===== config.mk =====
export PLATFORM = sky130hd
export DESIGN_NAME = mpc_top
export DESIGN_NICKNAME = d
export VERILOG_FILES = /design/src/logic/mpc_pkg.sv /design/src/logic/mpc_cfg_bank.sv /design/src/logic/mpc_top.sv
export SDC_FILE = /design/constraint.sdc
export NUM_CORES = 1
export LEC_CHECK = 0
export BUFFER_PORTS_ARGS = -buffer_cell sky130_fd_sc_hd__buf_2
export CAP_MARGIN = 20
export CORE_MARGIN = 8
export CORE_UTILIZATION = 59
export DETAILED_ROUTE_END_ITERATION = 7
export PLACE_DENSITY = 0.94
export SYNTH_ARGS = -nofsm -noshare
export SYNTH_HDL_FRONTEND = slang
export SYNTH_SLANG_ARGS = --single-unit

===== constraint.sdc =====
create_clock -name clock -period 4.9 [get_ports clock]
set_clock_uncertainty 0.1 [all_clocks]
set_input_delay 0.735 -clock clock [delete_from_list [all_inputs] [get_ports clock]]
set_output_delay 0.735 -clock clock [all_outputs]
set_load 0.02 [all_outputs]

===== src/logic/mpc_pkg.sv =====
// Shared constants, types and helpers for the mute and pause control block
package mpc_pkg;

  // ************************************************************
  // Register bank layout
  // ************************************************************
  localparam int NUM_REGS = 10;
  localparam int IDX_W = 4;
  localparam logic [IDX_W-1:0] IDX_INPUT = 4'h0;
  localparam logic [IDX_W-1:0] IDX_LOUD = 4'h1;
  localparam logic [IDX_W-1:0] IDX_VOLUME = 4'h2;
  localparam logic [IDX_W-1:0] IDX_TONE = 4'h3;
  localparam logic [IDX_W-1:0] IDX_SPK_LF = 4'h4;
  localparam logic [IDX_W-1:0] IDX_SPK_LR = 4'h5;
  localparam logic [IDX_W-1:0] IDX_SPK_RF = 4'h6;
  localparam logic [IDX_W-1:0] IDX_SPK_RR = 4'h7;
  localparam logic [IDX_W-1:0] IDX_MUTE = 4'h8;
  localparam logic [IDX_W-1:0] IDX_STEREO = 4'h9;
  localparam logic [IDX_W-1:0] IDX_LAST = 4'h9;

  // Subaddress byte: index in the low nibble, autoincrement flag above it
  localparam int SUB_AUTOINC_BIT = 4;

  // Bus address of the device; value is arbitrary
  localparam logic [6:0] DEV_ADDR = 7'h44;

  // ************************************************************
  // Field values and reset values
  // ************************************************************
  localparam logic [7:0] SPK_MUTE_CODE = 8'hff;
  localparam int NB_MODE_BIT = 5;
  localparam logic [7:0] RST_MUTE = 8'hf8;
  localparam logic [7:0] RST_NB_LR = 8'he0;
  localparam logic [7:0] RST_NB_RF = 8'he0;
  localparam logic [7:0] RST_OTHER = 8'h00;

  // Status readback bit positions, others read zero
  localparam int STAT_PILOT = 0;
  localparam int STAT_SOFT = 1;
  localparam int STAT_ZC = 2;
  localparam int STAT_PAUSE = 3;

  // ************************************************************
  // Bit-level bus framing and timing
  // ************************************************************
  localparam logic [3:0] BIT_LAST = 4'd7;
  localparam logic [3:0] BIT_ACK = 4'd8;
  localparam int CLK_MHZ = 250;
  localparam int PAUSE_TIME_NS = 360000;
  localparam int PAUSE_CYCLES = PAUSE_TIME_NS * CLK_MHZ / 1000;
  localparam int PAUSE_CNT_W = 17;

  // ************************************************************
  // Types
  // ************************************************************
  typedef struct packed {
    logic bass_sym;
    logic [1:0] win_sel;
    logic det_reset;
    logic direct_mute;
    logic zc_req;
    logic fast_slope;
    logic soft_mute;
  } mpc_mute_t;

  typedef struct packed {
    logic blend_fade;
    logic both_all_fs;
    logic mpx_path_en;
    logic level_hp_bypass;
  } mpc_nb_t;

  typedef logic [NUM_REGS-1:0][7:0] mpc_bank_t;

  // Reset value of a bank entry
  function automatic logic [7:0] reset_value(input logic [IDX_W-1:0] idx);
    logic [7:0] val;
    val = RST_OTHER;
    if (idx == IDX_MUTE)
      val = RST_MUTE;
    else if (idx == IDX_SPK_LR)
      val = RST_NB_LR;
    else if (idx == IDX_SPK_RF)
      val = RST_NB_RF;
    return val;
  endfunction : reset_value

  // Speaker byte holds the all-ones mute code
  function automatic logic is_mute_code(input logic [7:0] b);
    return b == SPK_MUTE_CODE;
  endfunction : is_mute_code

endpackage : mpc_pkg


===== src/logic/mpc_cfg_bank.sv =====
// Control register bank with one write port and registered contents
`timescale 1ns/100ps
`default_nettype none

module mpc_cfg_bank
(
  input wire logic clock,
  input wire logic rst,
  input wire logic wr_en,
  input wire logic [mpc_pkg::IDX_W-1:0] wr_idx,
  input wire logic [7:0] wr_data,
  output mpc_pkg::mpc_bank_t bank
);

  // ************************************************************
  // Storage
  // ************************************************************
  mpc_pkg::mpc_bank_t bank_reg;
  logic wr_hit;

  // Indexes past the last byte are dropped
  assign wr_hit = wr_en && (wr_idx <= mpc_pkg::IDX_LAST);
  assign bank = bank_reg;

  // Reset load and byte write
  always_ff @(posedge clock)
  begin
    if (rst)
    begin
      for (int i = 0; i < mpc_pkg::NUM_REGS; i++)
        bank_reg[i] <= mpc_pkg::reset_value(mpc_pkg::IDX_W'(i));
    end
    else if (wr_hit)
      bank_reg[wr_idx] <= wr_data;
  end

endmodule : mpc_cfg_bank

`default_nettype wire


===== src/logic/mpc_top.sv =====
// Bus slave, mute control, zero-crossing mute and pause detector
//
// Functional notes
// - Mute byte bit 0 turns soft mute ramp on, clear releases it.
// - Mute byte bit 1 picks fast slope when set, slow when clear.
// - Low level on phone ground input also forces soft mute.
// - Soft mute flag reads 1 immediately once requested, 0 when off.
// - Mute byte bit 3 grounds signal ahead of volume stage at once.
// - All-ones speaker byte mutes only that one output.
// - With bit 4 clear, bit 2 requests zero-cross mute or unmute.
// - Zero-cross mute changes wait until the waveform nears reference.
// - Left and right zero-cross mute states are tracked separately.
// - Bits 6:5 select detection window 160, 80, 40 or 20 mV.
// - Pending change applies when that channel reports inside window.
// - Bit 4 set holds zero-cross and pause detectors in reset.
// - Zero-cross mute flag reads 1 while that mute is in effect.
// - Pause detector uses the same window selection bits.
// - Integrator clears outside window, counts inside, pause past threshold.
// - Pause flag reads 0 during pause, 1 otherwise.
// - Stereo flag reads 1 for stereo broadcast, 0 for mono.
// - Bit 7 selects symmetrical bass; clear changes only cut settings.
// - Blend on fades detection level to multiplex; off uses both everywhere.
// - External input mode disables multiplex path, bypasses level high-pass.
// - Subaddress autoincrement flag advances index after each data byte.
// - Ten writable control bytes, each at its own subaddress.
// - Index wraps modulo sixteen; bytes at unused indexes are dropped.
// - Start is ignored until an open transaction ends with stop.
// - Status byte sent MSB first; master ack repeats, nack ends.
// - Reset mute byte: direct mute, soft off, detector reset, window 11.
`timescale 1ns/100ps
`default_nettype none

module mpc_top
#(
  parameter int PAUSE_CYCLES = mpc_pkg::PAUSE_CYCLES
)
(
  input wire logic clock,
  input wire logic rst,
  input wire logic scl_in,
  input wire logic sda_in,
  output logic sda_out,
  output logic sda_oe_n,
  input wire logic phone_gnd_n,
  input wire logic win_inside_l,
  input wire logic win_inside_r,
  input wire logic pilot_found,
  output logic soft_mute_on,
  output logic soft_mute_fast,
  output logic direct_mute,
  output logic [3:0] spk_mute,
  output logic zc_mute_l,
  output logic zc_mute_r,
  output logic [1:0] win_sel,
  output logic det_reset,
  output logic pause_active,
  output logic bass_sym,
  output mpc_pkg::mpc_nb_t nb_ctrl,
  output mpc_pkg::mpc_bank_t cfg_bytes
);

  // ************************************************************
  // Bus line edges and conditions
  // ************************************************************
  typedef enum logic [2:0] {
    MPC_IDLE,
    MPC_ADDR,
    MPC_SUB,
    MPC_WDAT,
    MPC_RDAT,
    MPC_HOLD
  } mpc_state_t;

  mpc_state_t state_reg;
  mpc_state_t state_next;
  logic scl_reg;
  logic sda_reg;
  logic [3:0] bit_reg;
  logic [3:0] bit_next;
  logic [7:0] rx_reg;
  logic [7:0] tx_reg;
  logic [7:0] tx_next;
  logic rw_reg;
  logic rw_next;
  logic ack_reg;
  logic ack_next;
  logic mack_reg;
  logic [mpc_pkg::IDX_W-1:0] idx_reg;
  logic [mpc_pkg::IDX_W-1:0] idx_next;
  logic autoinc_reg;
  logic autoinc_next;
  logic wr_en;
  logic scl_rise;
  logic scl_fall;
  logic start_seen;
  logic stop_seen;
  logic byte_done;
  logic ack_done;
  logic rx_phase;
  logic addr_match;
  logic [7:0] status_byte;
  // Edge and start/stop detection against the previous sample
  assign scl_rise = scl_in && !scl_reg;
  assign scl_fall = !scl_in && scl_reg;
  assign start_seen = scl_in && scl_reg && sda_reg && !sda_in;
  assign stop_seen = scl_in && scl_reg && !sda_reg && sda_in;
  assign byte_done = scl_fall && (bit_reg == mpc_pkg::BIT_LAST);
  assign ack_done = scl_fall && (bit_reg == mpc_pkg::BIT_ACK);
  assign rx_phase = (state_reg == MPC_ADDR) || (state_reg == MPC_SUB)
                    || (state_reg == MPC_WDAT);
  assign addr_match = rx_reg[7:1] == mpc_pkg::DEV_ADDR;

  // ************************************************************
  // Transaction sequencer
  // ************************************************************
  // Next state, bit count, acknowledge and index handling
  always_comb
  begin
    state_next = state_reg;
    bit_next = bit_reg;
    tx_next = tx_reg;
    rw_next = rw_reg;
    ack_next = ack_reg;
    idx_next = idx_reg;
    autoinc_next = autoinc_reg;
    wr_en = 1'b0;
    if (stop_seen)
    begin
      state_next = MPC_IDLE;
      ack_next = 1'b0;
    end
    else if (start_seen && state_reg == MPC_IDLE)
    begin
      state_next = MPC_ADDR;
      bit_next = '1; // Start's own clock fall wraps this to zero
    end
    else if (state_reg != MPC_IDLE && state_reg != MPC_HOLD && scl_fall)
    begin
      bit_next = bit_reg + 4'd1;
      if (byte_done && rx_phase)
      begin
        ack_next = 1'b1;
        unique case (state_reg)
          MPC_ADDR:
          begin
            rw_next = rx_reg[0];
            if (!addr_match)
            begin
              ack_next = 1'b0;
              state_next = MPC_HOLD;
            end
          end
          MPC_SUB:
          begin
            idx_next = rx_reg[mpc_pkg::IDX_W-1:0];
            autoinc_next = rx_reg[mpc_pkg::SUB_AUTOINC_BIT];
          end
          MPC_WDAT:
          begin
            wr_en = 1'b1;
            if (autoinc_reg)
              idx_next = idx_reg + 4'd1;
          end
        endcase
      end
      else if (state_reg == MPC_RDAT && bit_reg < mpc_pkg::BIT_LAST)
        tx_next = {tx_reg[6:0], 1'b0};
      else if (ack_done)
      begin
        bit_next = 4'd0;
        ack_next = 1'b0;
        unique case (state_reg)
          MPC_ADDR:
          begin
            state_next = rw_reg ? MPC_RDAT : MPC_SUB;
            tx_next = status_byte;
          end
          MPC_SUB:
            state_next = MPC_WDAT;
          MPC_WDAT:
            state_next = MPC_WDAT;
          MPC_RDAT:
          begin
            tx_next = status_byte;
            if (!mack_reg)
              state_next = MPC_HOLD;
          end
          default:
            state_next = MPC_HOLD;
        endcase
      end
    end
  end

  // Sequencer registers and line samples
  always_ff @(posedge clock)
  begin
    if (rst)
    begin
      scl_reg <= 1'b1; // Idle line levels, no false edge after reset
      sda_reg <= 1'b1;
      state_reg <= MPC_IDLE;
      bit_reg <= 4'd0;
      tx_reg <= 8'h00;
      rw_reg <= 1'b0;
      ack_reg <= 1'b0;
      idx_reg <= mpc_pkg::IDX_INPUT;
      autoinc_reg <= 1'b0;
    end
    else
    begin
      scl_reg <= scl_in;
      sda_reg <= sda_in;
      state_reg <= state_next;
      bit_reg <= bit_next;
      tx_reg <= tx_next;
      rw_reg <= rw_next;
      ack_reg <= ack_next;
      idx_reg <= idx_next;
      autoinc_reg <= autoinc_next;
    end
  end
  // Received bits and the master's acknowledge on read
  always_ff @(posedge clock)
  begin
    if (rst)
    begin
      rx_reg <= 8'h00;
      mack_reg <= 1'b0;
    end
    else if (scl_rise && rx_phase && bit_reg <= mpc_pkg::BIT_LAST)
      rx_reg <= {rx_reg[6:0], sda_in};
    else if (scl_rise && state_reg == MPC_RDAT && bit_reg == mpc_pkg::BIT_ACK)
      mack_reg <= !sda_in;
  end
  // Open-drain data line: only ever pulled low
  assign sda_out = 1'b0;
  assign sda_oe_n = !(ack_reg || (state_reg == MPC_RDAT
                     && bit_reg <= mpc_pkg::BIT_LAST && !tx_reg[7]));

  // ************************************************************
  // Control byte storage
  // ************************************************************
  mpc_pkg::mpc_bank_t bank;
  mpc_pkg::mpc_mute_t mute;
  logic [7:0] nb_lr;
  logic [7:0] nb_rf;
  mpc_cfg_bank u_bank
  (
    .clock(clock),
    .rst(rst),
    .wr_en(wr_en),
    .wr_idx(idx_reg),
    .wr_data(rx_reg),
    .bank(bank)
  );
  // Field views of the stored bytes
  assign cfg_bytes = bank;
  assign mute = mpc_pkg::mpc_mute_t'(bank[mpc_pkg::IDX_MUTE]);
  assign nb_lr = bank[mpc_pkg::IDX_SPK_LR];
  assign nb_rf = bank[mpc_pkg::IDX_SPK_RF];

  // ************************************************************
  // Mute, speaker and noise blanker controls
  // ************************************************************
  // Soft and direct mute, slope and bass symmetry
  assign soft_mute_on = mute.soft_mute || !phone_gnd_n;
  assign soft_mute_fast = mute.fast_slope;
  assign direct_mute = mute.direct_mute;
  assign bass_sym = mute.bass_sym;
  assign win_sel = mute.win_sel;
  assign det_reset = mute.det_reset;
  // Per-output speaker mute on the all-ones code
  assign spk_mute[0] = mpc_pkg::is_mute_code(bank[mpc_pkg::IDX_SPK_LF]);
  assign spk_mute[1] = mpc_pkg::is_mute_code(bank[mpc_pkg::IDX_SPK_LR]);
  assign spk_mute[2] = mpc_pkg::is_mute_code(bank[mpc_pkg::IDX_SPK_RF]);
  assign spk_mute[3] = mpc_pkg::is_mute_code(bank[mpc_pkg::IDX_SPK_RR]);
  // Spike trigger source selection
  assign nb_ctrl.blend_fade = !nb_rf[mpc_pkg::NB_MODE_BIT];
  assign nb_ctrl.both_all_fs = nb_rf[mpc_pkg::NB_MODE_BIT];
  assign nb_ctrl.mpx_path_en = nb_lr[mpc_pkg::NB_MODE_BIT];
  assign nb_ctrl.level_hp_bypass = !nb_lr[mpc_pkg::NB_MODE_BIT];

  // ************************************************************
  // Zero-crossing mute and pause detector
  // ************************************************************
  logic zc_l_reg;
  logic zc_r_reg;
  logic [mpc_pkg::PAUSE_CNT_W-1:0] pause_cnt_reg;
  logic both_inside;

  // Each channel adopts the request only while inside the window
  always_ff @(posedge clock)
  begin
    if (rst || mute.det_reset)
    begin
      zc_l_reg <= 1'b0;
      zc_r_reg <= 1'b0;
    end
    else
    begin
      if (win_inside_l)
        zc_l_reg <= mute.zc_req;
      if (win_inside_r)
        zc_r_reg <= mute.zc_req;
    end
  end
  assign zc_mute_l = zc_l_reg;
  assign zc_mute_r = zc_r_reg;
  // Integrator: cleared outside the window, saturating count inside
  assign both_inside = win_inside_l && win_inside_r;
  assign pause_active = pause_cnt_reg >= mpc_pkg::PAUSE_CNT_W'(PAUSE_CYCLES);
  always_ff @(posedge clock)
  begin
    if (rst || mute.det_reset || !both_inside)
      pause_cnt_reg <= '0;
    else if (!pause_active)
      pause_cnt_reg <= pause_cnt_reg + 1'b1;
  end

  // ************************************************************
  // Status readback byte
  // ************************************************************
  always_comb
  begin
    status_byte = 8'h00;
    status_byte[mpc_pkg::STAT_PILOT] = pilot_found;
    status_byte[mpc_pkg::STAT_SOFT] = soft_mute_on;
    status_byte[mpc_pkg::STAT_ZC] = zc_l_reg || zc_r_reg;
    status_byte[mpc_pkg::STAT_PAUSE] = !pause_active;
  end

endmodule : mpc_top

`default_nettype wire


==> results.yml <==
status:
  outcome: "finished, final reports clean"
sta:
  period_needed_ns: 3.01
  setup_viol: 0
  max_freq_ghz: 0.332
  fin_crit_sh_pct: 61.4
  finalMaxSlewViolations: 0
  tightestPinTransition_ns: 0.842
  hold_viol: 0
  fin_setup_tns_ns: 0
  fin_ws_ns: 1.89
  relSlewSlack_pct: 43.7
  whs_ns: 0.354
  rsz0062_at_grt: "false"
route:
  vias: 5510
  post-route-drc-count: 0
  drt-wirelength-per-cell_um: 17.5
  drt-total-wl_um: 16000
  vias_per_cell: 6.02
  firstDrtPassIters: 6
  final_antenna_net_count: 0
  drtIter0Drc: 614
synth:
  avgSynthCellArea_um2: 8.19
  yosysWarningCount: 0
  synth_compound_area_share_pct: 12.8
  synth_cells: 699
  synth_area_leaders: "dfxtp_1 (46%), a21oi_1 (8.6%), nand2_1 (6.6%), nand3_1 (6.3%), nor2_1 (3.7%)"
  ys_ff_latch: 132
  synthXorXnorAreaFrac_pct: 1.84
  synth_nets: 716
  synth_seq_area_share_pct: 46.2
  synth_largest_area_cell: "dfxtp_1"
  synth_flop_cell: "dfxtp_1"
  syn_area_mm2: 0.00572
  synth.area.mux_share_pct: 3.69
  synthAdderAreaFrac_pct: 1.97
  synth_edf_count: 0
  synth-simple-area-share_pct: 27.7
  async_flop_share_pct: 0
  synth_top_family_by_area: "simple AND/OR/NAND/NOR gates"
  post-synth-top-count-cell: "dfxtp_1"
  ys_types: 52
  synth_top_area_share_pct: 46.2
  synth_common_cells: "dfxtp_1 (132), nand2_1 (101), a21oi_1 (98)"
clocking:
  htreeDepth: 4
  cts.path.max_buffers: 2
  cts_root_buffer: "clkbuf_8"
  cts_tree: "built"
  cts_buffers: 17
  cts_setup_buffers: 0
  cts_sinks: 132
  cts_hold_buf: 0
  clkTransAtPathRegs_ns: 0.07
  clk_latency_ns: 0.53
  cts_resized: 0
global_route:
  grt_max_degree: 78
  grt_pass1_wl_um: 25400
  grt_pass1_vias: 5423
  grt.total_usage_pct: 24.2
  antenna_found_initial: 0
  grt_overflow_total: 0
power_and_ir_drop:
  ir_worst_vdd_uv: 237
  power_w: 0.00237
  powerDensity_mw_per_mm2: 349
  power_leakage_nw: 2.63
placed_design:
  place.gp.congestion: 0.877
  dpl_worst_slack_ns: 2.17
  place_area_mm2: 0.00619
  dpl.hpwl_um: 10500
  numPortBuffers: 106
floorplan:
  num_io_pins: 108
  initial_core_util_pct: 59.7
  placementRows: 36
  die_y_um: 115
  coreArea_mm2: 0.00959
  dieArea_mm2: 0.0131
  fp.dieW_um: 115
flow_run:
  cap_violations: 0
critical_path:
  crit_required_ns: 4.07
  cp_max_fo: 13
  r2r-start: "state_reg[0]"
  cp.arrival_ns: 2.18
  cp-start-kind: "register"
  worstSetupStartpoint: "pause_cnt_reg[14]"
  cp-end-kind: "output port"
  critPathKind: "reg2out"
layout:
  largest_reg_flops: 80
  area_growth_pct: 18.5
  drive_above_1_share_pct: 19.7
  fin_area_mm2: 0.00679
  num-nets-final: 787
  diodes: 0
min_path:
  hp-start: "u_bank.bank[6]"
  hold_class: "reg2reg"
-- logic make-up after synthesis --
group | count (synthesis)
AND/OR/NAND/NOR | 321
AO/OA/AOI/OAI | 129
multiplexers | 21
adder cells (fa/ha/maj) | 9
buffers and inverters | 74
flip-flops | 132
other | 1
XOR/XNOR | 12
-- path summary, 6_finish.rpt --
path              slack [ns]  depth (start not counted)               to
setup / recovery        1.89                          5     pause_active
hold / removal          0.35                          2   u_bank.bank[6]
setup reg to reg        2.14                          5  u_bank.bank[65]
hold reg to reg         0.35                          2   u_bank.bank[6]
-- layout make-up --
type,count,area [um2]
clock buffers,17,414
clock inverters,15,183
fillers,682,2810
inverters,17,63.8
multi-input cells,493,2760
flip-flops and latches,132,2640
well taps,133,166
repair buffers,109,556
-- report_power, final --
| group | switching [W] | total (W) | internal [W] |
|---|---|---|---|
| combinational | 0.0000343 | 0.0000488 | 0.0000145 |
| sequential | 0.00000911 | 0.00109 | 0.00108 |
| clock | 0.000568 | 0.00123 | 0.000664 |
| total | 0.000612 | 0.00237 | 0.00176 |
-- per-stage QoR --
step,cells,util [%]
floorplan,699,-
global placement,884,64.5
detailed placement,884,64.5
CTS,916,70.7
global route,916,70.7
finish,916,70.7
-- metal layers --
| metal | wire length (um) | track usage, % | up-vias |
|---|---|---|---|
| li1 | - | - | 2561 |
| met1 | 6160 | 27.6 | 2582 |
| met2 | 7890 | 40.2 | 297 |
| met3 | 1450 | 7.01 | 70 |
| met4 | 539 | 12.7 | 0 |
| met5 | 0 | 0 | - |
-- worst max-delay path, cell delays in order (launching register included) --
cell	delay [ns]
dfxtp_1	0.40
a21oi_1	0.10
nor2b_1	0.66
nor2_1	0.19
inv_1	0.13
buf_2	0.17
-- placed cells by master (no fill, tap or decap), types with 8 or more instances in the layout --
master and count:
a21oi_1 98, buf_2 105, clkbuf_16 16, dfxtp_1 132
ha_1 9, inv_1 17, mux2i_1 20, nand2_1 101
nand2b_1 12, nand3_1 72, nand4_1 11, nor2_1 57
nor3_1 21, nor4_1 8, o21ai_0 8, xnor2_1 11
Power figures use the tool's default switching activity.
